--- config.mk ---
export PLATFORM = sky130hd
export DESIGN_NAME = sfct_host
export DESIGN_NICKNAME = d
export VERILOG_FILES = /design/src/rtl/sfct_pkg.sv /design/src/rtl/sfct_shifter.sv /design/src/rtl/sfct_host.sv
export SDC_FILE = /design/constraint.sdc
export NUM_CORES = 1
export LEC_CHECK = 0
export ABC_CLOCK_PERIOD_IN_PS = 3660
export BUFFER_PORTS_ARGS = -buffer_cell sky130_fd_sc_hd__buf_2
export CAP_MARGIN = 40
export CORE_AREA = 2 2 139 141
export DETAILED_ROUTE_END_ITERATION = 12
export DIE_AREA = 0 0 141 143
export MAX_ROUTING_LAYER = met4
export PLACE_DENSITY = 0.78
export SYNTH_ARGS = -nofsm -noshare
export SYNTH_HDL_FRONTEND = slang
export SYNTH_SLANG_ARGS = --single-unit
--- constraint.sdc ---
create_clock -name ref_clk -period 3.66 [get_ports ref_clk]
set_clock_uncertainty 0.2 [all_clocks]
set_input_delay 0.183 -clock ref_clk [delete_from_list [all_inputs] [get_ports ref_clk]]
set_output_delay 0.183 -clock ref_clk [all_outputs]
set_load 0.02 [all_outputs]
--- src/rtl/sfct_pkg.sv ---
// Constants shared by the serial flash host sequencer
// Operation
// - Send write latch set before modifying commands; the host does not send it itself, the user issues REQ_LATCH_SET first
// - Write latch clear code available to host
// - Status write sends opcode then one byte
// - High-speed read: opcode, address, dummy, data
// - Small area wipe opcode with address
// - Block wipe uses either of two codes
// - Whole array wipe uses either of two codes
// - Deep sleep opcode sent alone
// - Wait deep sleep entry time after deselect
// - Wait wake-up time before next command
// - Security word write opcode sent alone
// - Id read opcode followed by address phase
// - Status write busy limit forty milliseconds
// - Page program busy limit five milliseconds
// - Small wipe busy limit three hundred ms
// - Block wipe busy limit two seconds
// - Whole array wipe busy limit thirty seconds
package sfct_pkg;
  // ==========================================================
  // Opcodes
  localparam logic [7:0] write_latch_set_cmd = 8'h06;
  localparam logic [7:0] write_latch_clear_cmd = 8'h04;
  localparam logic [7:0] status_write_cmd = 8'h01;
  localparam logic [7:0] status_read_cmd = 8'h05;
  localparam logic [7:0] fast_read_cmd = 8'h0B;
  localparam logic [7:0] small_area_wipe_cmd = 8'h20;
  localparam logic [7:0] block_wipe_cmd = 8'h52;
  localparam logic [7:0] block_wipe_alt_cmd = 8'hD8;
  localparam logic [7:0] array_wipe_cmd = 8'h60;
  localparam logic [7:0] array_wipe_alt_cmd = 8'hC7;
  localparam logic [7:0] page_program_cmd = 8'h02;
  localparam logic [7:0] deep_sleep_cmd = 8'hB9;
  localparam logic [7:0] wake_cmd = 8'hAB;
  localparam logic [7:0] security_word_write_cmd = 8'h2F;
  localparam logic [7:0] maker_part_id_read_cmd = 8'h90;
  // ==========================================================
  // Request codes on the user port
  localparam logic [3:0] REQ_LATCH_SET = 4'h0;
  localparam logic [3:0] REQ_LATCH_CLR = 4'h1;
  localparam logic [3:0] REQ_STATUS_WR = 4'h2;
  localparam logic [3:0] REQ_READ = 4'h3;
  localparam logic [3:0] REQ_SMALL_WIPE = 4'h4;
  localparam logic [3:0] REQ_BLOCK_WIPE = 4'h5;
  localparam logic [3:0] REQ_ARRAY_WIPE = 4'h6;
  localparam logic [3:0] REQ_PROGRAM = 4'h7;
  localparam logic [3:0] REQ_SLEEP = 4'h8;
  localparam logic [3:0] REQ_WAKE = 4'h9;
  localparam logic [3:0] REQ_SEC_WR = 4'hA;
  localparam logic [3:0] REQ_ID_READ = 4'hB;
  // ==========================================================
  // Timing, 20 MHz reference clock
  localparam int CLK_HZ = 20_000_000;
  localparam int SCK_HALF = 2;
  localparam int T_SLEEP_US = 10;
  localparam int T_WAKE_NS = 8800;
  localparam int T_PWRUP_US = 200;
  localparam int T_STATUS_WR_MS = 40;
  localparam int T_PAGE_PROG_MS = 5;
  localparam int T_BYTE_PROG_US = 300;
  localparam int T_SMALL_WIPE_MS = 300;
  localparam int T_BLOCK_WIPE_S = 2;
  localparam int T_ARRAY_WIPE_S = 30;
  localparam int SLEEP_CYC = (T_SLEEP_US * (CLK_HZ / 1_000_000));
  localparam int WAKE_CYC = (T_WAKE_NS * (CLK_HZ / 1_000_000) + 999) / 1000;
  localparam longint PWRUP_CYC = longint'(T_PWRUP_US) * (CLK_HZ / 1_000_000);
  localparam longint STATUS_WR_CYC = longint'(T_STATUS_WR_MS) * (CLK_HZ / 1000);
  localparam longint PAGE_PROG_CYC = longint'(T_PAGE_PROG_MS) * (CLK_HZ / 1000);
  localparam longint BYTE_PROG_CYC = longint'(T_BYTE_PROG_US) * (CLK_HZ / 1_000_000);
  localparam longint SMALL_WIPE_CYC = longint'(T_SMALL_WIPE_MS) * (CLK_HZ / 1000);
  localparam longint BLOCK_WIPE_CYC = longint'(T_BLOCK_WIPE_S) * CLK_HZ;
  localparam longint ARRAY_WIPE_CYC = longint'(T_ARRAY_WIPE_S) * CLK_HZ;
  localparam logic [9:0] POLL_GAP_CYC = 10'h0_3FF;
endpackage

--- src/rtl/sfct_shifter.sv ---
// Byte-wide serial shifter driving clock and data, with pause
`timescale 1ns/1ps
module sfct_shifter
  import sfct_pkg::*;
(
  input wire logic ref_clk, // Clock
  input wire logic nrst, // Sync reset, low
  input wire logic start, // Begin one byte
  input wire logic [7:0] txByte, // Byte to send
  input wire logic pause, // Suspend transfer
  input wire logic serIn, // Data from device
  output logic busy, // Byte in flight
  output logic done, // Byte finished pulse
  output logic [7:0] rxByte, // Byte received
  output logic serClk, // Serial clock
  output logic serOut // Data to device
);
  logic [7:0] txSh;
  logic [2:0] bitCnt;
  logic [1:0] halfCnt;

  // ==========================================================
  // Mode 0: data changes on falling edge, sampled on rising
  always_ff @(posedge ref_clk)
  begin
    done <= 1'b0;
    if (!nrst)
    begin
      busy <= 1'b0;
      serClk <= 1'b0;
      serOut <= 1'b0;
      txSh <= 8'h00;
      rxByte <= 8'h00;
      bitCnt <= 3'h0;
      halfCnt <= 2'h0;
    end
    else if (start && !busy)
    begin
      busy <= 1'b1;
      serOut <= txByte[7];
      txSh <= {txByte[6:0], 1'b0};
      bitCnt <= 3'h0;
      halfCnt <= 2'h0;
    end
    else if (busy && !pause)
    begin
      if (halfCnt == 2'(SCK_HALF - 1))
      begin
        halfCnt <= 2'h0;
        serClk <= !serClk;
        if (!serClk)
          rxByte <= {rxByte[6:0], serIn};
        else if (bitCnt == 3'h7)
        begin
          busy <= 1'b0;
          done <= 1'b1;
        end
        else
        begin
          bitCnt <= bitCnt + 3'h1;
          serOut <= txSh[7];
          txSh <= {txSh[6:0], 1'b0};
        end
      end
      else
        halfCnt <= halfCnt + 2'h1;
    end
  end
endmodule

--- src/rtl/sfct_host.sv ---
// Host sequencer that drives a serial flash through its pins
`timescale 1ns/1ps
module sfct_host
  import sfct_pkg::*;
#(
  parameter longint PWRUP_CYCLES = PWRUP_CYC,
  parameter longint STATUS_WR_CYCLES = STATUS_WR_CYC,
  parameter longint PAGE_PROG_CYCLES = PAGE_PROG_CYC,
  parameter longint SMALL_WIPE_CYCLES = SMALL_WIPE_CYC,
  parameter longint BLOCK_WIPE_CYCLES = BLOCK_WIPE_CYC,
  parameter longint ARRAY_WIPE_CYCLES = ARRAY_WIPE_CYC
)
(
  input wire logic ref_clk, // Clock, 20 MHz
  input wire logic nrst, // Sync reset, low
  input wire logic reqValid, // Request strobe
  input wire logic [3:0] reqCode, // Request kind
  input wire logic [23:0] reqAddr, // Flash address
  input wire logic [7:0] reqData, // Write byte
  input wire logic [8:0] reqLen, // Bytes to move, 1..256
  input wire logic hostPause, // Pause the transfer
  input wire logic wrValid, // Program byte valid
  input wire logic [7:0] wrData, // Program byte
  input wire logic flashSo, // Serial data from flash
  output logic reqReady, // Idle, accepts request
  output logic wrTake, // Program byte consumed
  output logic rdValid, // Read byte pulse
  output logic [7:0] rdData, // Read byte
  output logic opDone, // Operation end pulse
  output logic opTimeout, // Busy timeout flag on done
  output logic flashCsN, // Flash select, low
  output logic flashSck, // Flash serial clock
  output logic flashSi, // Serial data to flash
  output logic flashHoldN // Flash pause, low
);
  typedef enum logic [6:0] {
    ST_PWRUP = 7'b000_0001,
    ST_IDLE = 7'b000_0010,
    ST_SEND = 7'b000_0100,
    ST_GAP = 7'b000_1000,
    ST_POLL = 7'b001_0000,
    ST_WAIT = 7'b010_0000,
    ST_FIN = 7'b100_0000
  } sfct_state_t;

  sfct_state_t state;
  logic [3:0] code;
  logic [23:0] addr;
  logic [7:0] dataB;
  logic [8:0] len;
  logic [3:0] phase;
  logic [8:0] dataCnt;
  logic [35:0] timer;
  logic [35:0] busyLimit;
  logic [9:0] gapCnt;
  logic pollPhase;
  logic shStart;
  logic [7:0] shTx;
  logic shBusy;
  logic shDone;
  logic [7:0] shRx;
  logic shSck;
  logic shSi;
  logic [3:0] hdrLen;
  logic [7:0] opcode;
  logic isRead;
  logic isProg;
  logic needPoll;
  logic [7:0] next_tx;
  logic pausePrev;

  // ==========================================================
  // Serial byte engine
  sfct_shifter u_shift (
    .ref_clk(ref_clk),
    .nrst(nrst),
    .start(shStart),
    .txByte(shTx),
    .pause(hostPause),
    .serIn(flashSo),
    .busy(shBusy),
    .done(shDone),
    .rxByte(shRx),
    .serClk(shSck),
    .serOut(shSi)
  );

  // ==========================================================
  // Opcode and frame shape for the held request
  always_comb
  begin
    opcode = write_latch_set_cmd;
    hdrLen = 4'd1;
    isRead = 1'b0;
    isProg = 1'b0;
    needPoll = 1'b0;
    busyLimit = 36'(STATUS_WR_CYCLES);
    unique case (code)
      REQ_LATCH_SET: opcode = write_latch_set_cmd;
      REQ_LATCH_CLR: opcode = write_latch_clear_cmd;
      REQ_STATUS_WR:
      begin
        opcode = status_write_cmd;
        hdrLen = 4'd2;
        needPoll = 1'b1;
        busyLimit = 36'(STATUS_WR_CYCLES);
      end
      REQ_READ:
      begin
        opcode = fast_read_cmd;
        hdrLen = 4'd5;
        isRead = 1'b1;
      end
      REQ_SMALL_WIPE:
      begin
        opcode = small_area_wipe_cmd;
        hdrLen = 4'd4;
        needPoll = 1'b1;
        busyLimit = 36'(SMALL_WIPE_CYCLES);
      end
      REQ_BLOCK_WIPE:
      begin
        opcode = dataB[0] ? block_wipe_alt_cmd : block_wipe_cmd;
        hdrLen = 4'd4;
        needPoll = 1'b1;
        busyLimit = 36'(BLOCK_WIPE_CYCLES);
      end
      REQ_ARRAY_WIPE:
      begin
        opcode = dataB[0] ? array_wipe_alt_cmd : array_wipe_cmd;
        needPoll = 1'b1;
        busyLimit = 36'(ARRAY_WIPE_CYCLES);
      end
      REQ_PROGRAM:
      begin
        opcode = page_program_cmd;
        hdrLen = 4'd4;
        isProg = 1'b1;
        needPoll = 1'b1;
        busyLimit = 36'(PAGE_PROG_CYCLES);
      end
      REQ_SLEEP:
      begin
        opcode = deep_sleep_cmd;
        busyLimit = 36'(SLEEP_CYC);
      end
      REQ_WAKE:
      begin
        opcode = wake_cmd;
        busyLimit = 36'(WAKE_CYC);
      end
      REQ_SEC_WR:
      begin
        opcode = security_word_write_cmd;
        needPoll = 1'b1;
        busyLimit = 36'(STATUS_WR_CYCLES);
      end
      REQ_ID_READ:
      begin
        opcode = maker_part_id_read_cmd;
        hdrLen = 4'd4;
        isRead = 1'b1;
      end
      default: opcode = write_latch_set_cmd;
    endcase
  end

  // Byte to shift out at the current phase
  always_comb
  begin
    next_tx = 8'h00;
    if (state == ST_POLL)
      next_tx = status_read_cmd;
    else if (phase == 4'd0)
      next_tx = opcode;
    else if (code == REQ_STATUS_WR)
      next_tx = dataB;
    else if (phase == 4'd1)
      next_tx = addr[23:16];
    else if (phase == 4'd2)
      next_tx = addr[15:8];
    else if (phase == 4'd3)
      next_tx = (code == REQ_ID_READ) ? {7'h00, addr[0]} : addr[7:0];
    else if (isProg && phase >= hdrLen)
      next_tx = wrData;
  end

  // ==========================================================
  // Sequencer
  always_ff @(posedge ref_clk)
  begin
    shStart <= 1'b0;
    wrTake <= 1'b0;
    rdValid <= 1'b0;
    opDone <= 1'b0;
    if (!nrst)
    begin
      state <= ST_PWRUP;
      code <= REQ_LATCH_SET;
      addr <= 24'h00_0000;
      dataB <= 8'h00;
      len <= 9'h001;
      phase <= 4'h0;
      dataCnt <= 9'h000;
      timer <= 36'h0_0000_0000;
      gapCnt <= 10'h000;
      pollPhase <= 1'b0;
      shTx <= 8'h00;
      reqReady <= 1'b0;
      rdData <= 8'h00;
      opTimeout <= 1'b0;
      flashCsN <= 1'b1;
    end
    else
    begin
      unique case (state)
        ST_PWRUP:
        begin
          timer <= timer + 36'h1;
          if (timer >= 36'(PWRUP_CYCLES))
          begin
            timer <= 36'h0;
            state <= ST_IDLE;
            reqReady <= 1'b1;
          end
        end
        ST_IDLE:
          if (reqValid)
          begin
            code <= reqCode;
            addr <= reqAddr;
            dataB <= reqData;
            len <= (reqLen == 9'h000) ? 9'h001 : reqLen;
            phase <= 4'h0;
            dataCnt <= 9'h000;
            opTimeout <= 1'b0;
            reqReady <= 1'b0;
            flashCsN <= 1'b0;
            state <= ST_SEND;
          end
        ST_SEND:
          if (!shBusy && !shStart)
          begin
            if (phase > 4'd0 && isRead && phase > hdrLen)
            begin
              rdData <= shRx;
              rdValid <= 1'b1;
              dataCnt <= dataCnt + 9'h1;
            end
            if (phase < hdrLen || (isRead && phase >= hdrLen
                && (phase == hdrLen || dataCnt + 9'h1 < len)))
            begin
              shTx <= next_tx;
              shStart <= 1'b1;
              phase <= (phase < 4'd15) ? phase + 4'h1 : phase;
            end
            else if (isProg && dataCnt < len)
            begin
              if (wrValid)
              begin
                shTx <= next_tx;
                shStart <= 1'b1;
                wrTake <= 1'b1;
                dataCnt <= dataCnt + 9'h1;
              end
            end
            else
            begin
              flashCsN <= 1'b1;
              timer <= 36'h0;
              gapCnt <= 10'h000;
              state <= needPoll ? ST_GAP : ((code == REQ_SLEEP || code == REQ_WAKE)
                                           ? ST_WAIT : ST_FIN);
            end
          end
        ST_GAP:
        begin
          timer <= timer + 36'h1;
          gapCnt <= gapCnt + 10'h1;
          if (timer >= busyLimit)
          begin
            opTimeout <= 1'b1;
            state <= ST_FIN;
          end
          else if (gapCnt == POLL_GAP_CYC)
          begin
            flashCsN <= 1'b0;
            pollPhase <= 1'b0;
            shTx <= status_read_cmd;
            shStart <= 1'b1;
            state <= ST_POLL;
          end
        end
        ST_POLL:
        begin
          timer <= timer + 36'h1;
          if (!shBusy && !shStart)
          begin
            if (!pollPhase)
            begin
              pollPhase <= 1'b1;
              shTx <= 8'h00;
              shStart <= 1'b1;
            end
            else
            begin
              flashCsN <= 1'b1;
              gapCnt <= 10'h000;
              state <= shRx[0] ? ST_GAP : ST_FIN;
            end
          end
        end
        ST_WAIT:
        begin
          timer <= timer + 36'h1;
          if (timer + 36'h1 >= busyLimit)
            state <= ST_FIN;
        end
        ST_FIN:
        begin
          opDone <= 1'b1;
          reqReady <= 1'b1;
          state <= ST_IDLE;
        end
        default: state <= ST_IDLE;
      endcase
    end
  end

  // ==========================================================
  // Pins from flops
  always_ff @(posedge ref_clk)
  begin
    if (!nrst)
    begin
      flashSck <= 1'b0;
      flashSi <= 1'b0;
      flashHoldN <= 1'b1;
      pausePrev <= 1'b0;
    end
    else
    begin
      flashSck <= shSck;
      flashSi <= shSi;
      // Hold falls a cycle after the engine freezes, so no clock edge meets it
      flashHoldN <= !(hostPause && pausePrev);
      pausePrev <= hostPause;
    end
  end

  // ==========================================================
  // Checks
  a_select_high_powerup: assert property (@(posedge ref_clk) disable iff (!nrst)
    (state == ST_PWRUP) |-> flashCsN)
    else $error("select low during power-up");
  a_sleep_wait_len: assert property (@(posedge ref_clk) disable iff (!nrst)
    ($rose(state == ST_WAIT) && code == REQ_SLEEP) |-> (state == ST_WAIT) [*8])
    else $error("deep sleep wait too short");
  a_wake_wait_len: assert property (@(posedge ref_clk) disable iff (!nrst)
    ($rose(state == ST_WAIT) && code == REQ_WAKE) |-> ##[170:180] (state == ST_FIN))
    else $error("wake wait wrong length");
  a_sck_hold_pause: assert property (@(posedge ref_clk) disable iff (!nrst)
    (hostPause && $past(hostPause)) |=> $stable(flashSck))
    else $error("clock moved while paused");
  a_wipe_alt_code: assert property (@(posedge ref_clk) disable iff (!nrst)
    (state == ST_SEND && shStart && phase == 4'd1 && code == REQ_BLOCK_WIPE) |->
    (shTx == (dataB[0] ? block_wipe_alt_cmd : block_wipe_cmd))) else $error("block wipe code");
  a_timeout_limit: assert property (@(posedge ref_clk) disable iff (!nrst)
    (state == ST_GAP && timer >= busyLimit) |=> (opTimeout && state == ST_FIN))
    else $error("busy limit not enforced");
endmodule

Word level (Yosys, flattened, before mapping)
Index checks and enable logic that the tools add are counted.
{ "word_totals": {"register_bits": 162, "input_bits": 59, "wordCells": 254} }
{ "classes": {"addsub": 6, "n_lt_le_gt_ge": 10, "eq_ne": 43, "mux": 104, "bitwise": 6, "reduce_logical": 55} }
{ "op_table": {"columns": ["op", "n"], "rows": [
  ["$pmux 30 s6", 1],
  ["$mux 8", 22],
  ["$mux 36", 4],
  ["$pmux 36 s3", 1],
  ["$mux 7", 13],
  ["$pmux 8 s11", 1],
  ["$ge 36x36->1", 2],
  ["$mux 9", 7],
  ["$mux 10", 5],
  ["$pmux 7 s6", 1],
  ["$add 36x1->36 const B", 1],
  ["$ge 36x12->1 const B", 1],
  ["$mux 1", 34],
  ["$pmux 10 s3", 1],
  ["$ne 2x2->1 const B", 13],
  ["$pmux 8 s3", 1],
  ["$reduce_and 4->1", 6],
  ["$lt 9x9->1", 2],
  ["$pmux 9 s2", 1],
  ["$reduce_and 3->1", 6],
  ["$reduce_and 9->1", 2],
  ["$eq 4x2->1 const B", 4],
  ["$eq 4x3->1 const B", 4],
  ["$eq 4x4->1 const B", 4],
  ["48 further kinds", 87]
]} }

Logic depth before layout (Yosys ltp)
{ "depth": {"ltp_word": 16, "depth_mapped": 16, "mapped_depth_nobuf": 14} }

Modules after synthesis
A second synthesis with hierarchy kept.
{ "unflattened": {"cells_unflattened": 1337, "area_unflattened_um2": 10363.7} }
{ "modules_own_cells": {"columns": ["mod", "instances", "cells_per_inst", "area_per_inst_um2"], "rows": [
  ["sfct_host", 1, 1215, 9320.2],
  ["sfct_shifter", 1, 122, 1043.5]
]} }

Least setup slack after synthesis
Ideal clock, no wire load.
{ "synth_timing": {"kind": "reg-to-reg", "start": "register code[3]", "end": "register shTx[2]", "setup_time_ps": 119, "t_arrival_ps": 3465, "t_required_ps": 3341, "path_slack_ps": -124, "stages_incl_launch_ff": 14, "path_buffers": 2, "synth_period_minus_slack_ps": 3784, "path_cell_list": "dfxtp_1 inv_1 ha_1 clkbuf_1 buf_1 nand2_1 ha_1 nand2_1 or4_4 or4_4 a31oi_4 o31a_4 nor2_4 o221a_1"} }
{ "synth_via": {"elab_chain_len": 16, "elab_cells_between_ends": 44} }
{ "synth_lines": {"columns": ["item", "line_no", "source"], "rows": [
  ["start, declared", "sfct_host.sv:47", "logic [3:0] code;"],
  ["start signal, assigned", "sfct_host.sv:230", "code <= reqCode;"],
  ["$eq 4x4->1 / $eq 4x3->1 (equally long branches)", "sfct_host.sv:98, sfct_host.sv:183", null],
  ["$reduce_or 4->1 (no source line)", null, null],
  ["$pmux 3 s3", "sfct_host.sv:98", "unique case (code)"],
  ["$ge 4x4->1", "sfct_host.sv:184, sfct_host.sv:250", null],
  ["$logic_and 1x1->1", "sfct_host.sv:184", "else if (isProg && phase >= hdrLen)"],
  ["$mux 8", "sfct_host.sv:184", null],
  ["$mux 8", "sfct_host.sv:182", "else if (phase == 4'd3)"],
  ["$mux 8", "sfct_host.sv:180", "else if (phase == 4'd2)"],
  ["$mux 8", "sfct_host.sv:178", "else if (phase == 4'd1)"],
  ["$mux 8", "sfct_host.sv:176", "else if (code == REQ_STATUS_WR)"],
  ["$mux 8", "sfct_host.sv:174", "else if (phase == 4'd0)"],
  ["$mux 8", "sfct_host.sv:259", "if (wrValid)"],
  ["$mux 8", "sfct_host.sv:257", "else if (isProg && dataCnt < len)"],
  ["$mux 8", "sfct_host.sv:250", "if (phase < hdrLen || (isRead && phase >= hdrLen"],
  ["$mux 8", "sfct_host.sv:242", "if (!shBusy && !shStart)"],
  ["$pmux 8 s3", "sfct_host.sv:216", "unique case (state)"],
  ["end signal, assigned", "sfct_host.sv:253", "shTx <= next_tx;"],
  ["end signal, assigned", "sfct_host.sv:261", "shTx <= next_tx;"],
  ["end signal, assigned", "sfct_host.sv:289", "shTx <= status_read_cmd;"],
  ["end, declared", "sfct_host.sv:58", "logic [7:0] shTx;"]
]} }
Parallel ways exist; a longest one is shown, timed or not. The select of a mux whose other input is x is not followed.
A chain may end at the register's enable or synchronous reset.

Worst setup path after layout
{ "layout_timing": {"start": "register code[2]", "end": "register shTx[4]"} }
Same word-level chain as after synthesis.

==> impl_metrics.ini <==
[floorplan]
coreArea_mm2 = 0.0186
ios = 76
start_util = 0.544
die_h_um = 143
die_area_mm2 = 0.0202
die_x_um = 141
rows = 50

[route]
wirelength_mm = 28.1
wl_met1_mm = 12.3
drc = 0
drtIter0Drc = 900
wl_met3_mm = 1.80
drt_pass1_iterations = 5
via_per_inst = 6.02
avgRoutedWirePerCell_um = 16.8
wl_met2_mm = 13.3
highest_layer = met4
via_count = 10100
drtAntennaViolNets = 0

[yosys]
synthDistinctLibCells = 79
synthesis.nets = 1437
syn_avg_cell_area_um2 = 7.78
synth-edff-count = 0
seq_area_frac_synth = 0.321
synth_cells = 1298
synth_top_area_cell = dfxtp_1
synth_top_area_frac = 0.321
synth.area.top_cells = dfxtp_1 32%, ha_1 9.9%, a21oi_1 6.9%, nand2_1 6.7%, o21ai_0 4.7%
yosys_warnings = 0
async_flop_share = 0
ys_seq_elements = 162
syn_area_mm2 = 0.0101
synthFlopType = dfxtp_1

[pwr]
total_power_mw = 4.68
power.density_mw_per_mm2 = 384
switchingPower_mw = 1.54
power_frac_clock = 0.385
pwr-share-comb = 0.205
seq_power_share = 0.410
sw_frac_of_total = 0.329
p_leak_nw = 4.96
p_int_mw = 3.14
vdd_drop_max_mv = 0.346

[clock_network]
root_buffer = clkbuf_16
clock_latency_ps = 450
clock-sinks = 162
cts_max_level = 4
clkTransAtPathRegs_ps = 70
clockBufferDepth = 2
cts_tree = built
cts_buffers = 17

[placement]
dpl.hpwl_mm = 19.6
placed_cell_area_mm2 = 0.0110
gp_congestion = 0.971
io_buffers = 75
dp_slack_ps = 16.0

[timing]
fin_ws_ps = 124
setup_viol = 0
fmax_mhz = 283
drv_slew = 0
fin_crit_sh = 0.966
grt_setup_unrepaired = true
hold_slack_ps = 26.6
worst_pin_slew_ps = 679
slew_headroom = 0.545
hold_viol = 0
finalCriticalPeriod_ps = 3540

[global_routing]
grt_pass1_vias = 9476
overflow = 0
grt_max_degree = 51
grt_pass1_wl_mm = 45.5
grt_usage = 0.285
grt_antenna_before_repair = 0

[min_path]
min-delay-path-class = input port to flop
holdPathStages = 4

[cells_and_area]
most-common-layout-cells = 180 x nand2_1, 162 x dfxtp_1, 134 x a21oi_1
final_common_cell = nand2_1
antennaDiodeCount = 0
fin_area_mm2 = 0.0122
drive_gt1_frac = 0.156
nets = 1566
syn_to_final_growth_pct = 20.4

[setup_path]
startpoint_type = flop
path_class = flop to flop
reg2reg_depth = 14
cp-end-kind = flop
crit_fanout = 16
worstPathArrival_ps = 3640
required_ps = 3760

[outcome]
status = finished clean

[flow_run]
max-cap-violations = 0
-- final cells by class --
type                            count  area [um^2]
Sequential cell                   162         3240
Clock buffer                       18          439
Inverter                           52          196
Fill cell                        1498         6410
Multi-Input combinational cell   1007         6480
Tap cell                          234          293
Clock inverter                     14          155
Timing Repair Buffer              187         1360
-- final timing paths --
| check | slack [ps] | end | start |
|---|---|---|---|
| setup / recovery | 120 | shTx[4]$_SDFFE_PN0P_ | code[2]$_SDFFE_PN0P_ |
| setup reg to reg | 120 | shTx[4]$_SDFFE_PN0P_ | code[2]$_SDFFE_PN0P_ |
| hold reg to reg | 170 | flashHoldN$_SDFF_PN1_ | pausePrev$_SDFF_PN0_ |
| hold / removal | 30 | state[1]$_SDFFE_PN0P_ | reqValid |
-- layer usage --
metal	up-vias	track usage
li1	4943	-
met1	4689	0.360
met2	379	0.460
met3	65	0.0573
met4	0	0.0953
met5	-	-
-- state kept, by name, indices dropped and copies added, names as in the netlist, 4 cells and up --
signal,count
len,9
u_shift.txSh,7
code,4
rdData,8
timer,36
gapCnt,10
shTx,8
dataCnt,9
u_shift.rxByte,8
state,7
phase,4
addr,24
dataB,8
-- power groups by stage --
stage / logic [mW] / clock network [mW] / registers, mW
global route: 1.05 / 1.89 / 1.93
global placement: 0.871 / 0 / 1.95
detailed placement: 0.889 / 0 / 1.95
floorplan: 0.585 / 0 / 1.94
finish: 0.961 / 1.80 / 1.92
CTS: 0.934 / 1.81 / 1.91
-- Yosys cell counts (8+ instances only) --
library cell	instances
xnor2_1	25
nand3_1	41
nand2_1	181
inv_1	51
a221oi_1	9
xor2_1	15
o21a_1	8
nand4_1	16
clkbuf_1	68
mux2i_1	30
o21ai_0	94
nand2b_1	17
a31oi_1	17
or3_1	9
nor4_1	12
nor2_1	91
o211ai_1	11
and3_1	23
a21oi_1	139
and4_1	8
nor3_1	28
a211oi_1	19
ha_1	80
and2_1	9
nor2b_1	11
dfxtp_1	162
or4_1	9
-- critical path: stages (launching register included) --
cell      delay [ps]
dfxtp_1          350
inv_1             70
ha_1             200
buf_4            190
o211a_4          260
a21oi_2          120
ha_1             270
a211o_1          360
nor3_1           280
buf_4            190
o311ai_0         120
a221oi_1         400
nor2_1           120
o211ai_1         170
a21oi_1           80
-- logic make-up (layout without fill, tap and decap cells) --
logic type / after synthesis / count (layout) / share of synthesized area
compound gates: 361 / 361 / 0.218
xor+xnor: 40 / 40 / 0.0347
fa+ha+maj: 80 / 80 / 0.0991
buf+inv: 129 / 271 / 0.0490
flops: 162 / 162 / 0.321
mux: 33 / 33 / 0.0331
simple gates: 493 / 493 / 0.245
-- through the flow --
| stage | TNS [ps] | instances | util |
|---|---|---|---|
| 2_1_floorplan | 0 | 1298 | - |
| 3_3_place_gp | 0 | 1593 | 0.592 |
| 3_5_place_dp | 0 | 1593 | 0.592 |
| 4_1_cts | 0 | 1672 | 0.649 |
| 5_1_grt | -91.8 | 1674 | 0.655 |
| 6_report | 0 | 1674 | 0.655 |
-- repair_timing --
action | 4_1_cts | 5_1_grt
setup endpoints to repair | 2 | 62
pin swaps | 0 | 9
hold buffers | 47 | 0
buffers inserted | 0 | 2
gates resized for setup | 1 | 22
hold endpoints to repair | 50 | 0
Note: power is estimated with default switching activity, not from simulation.
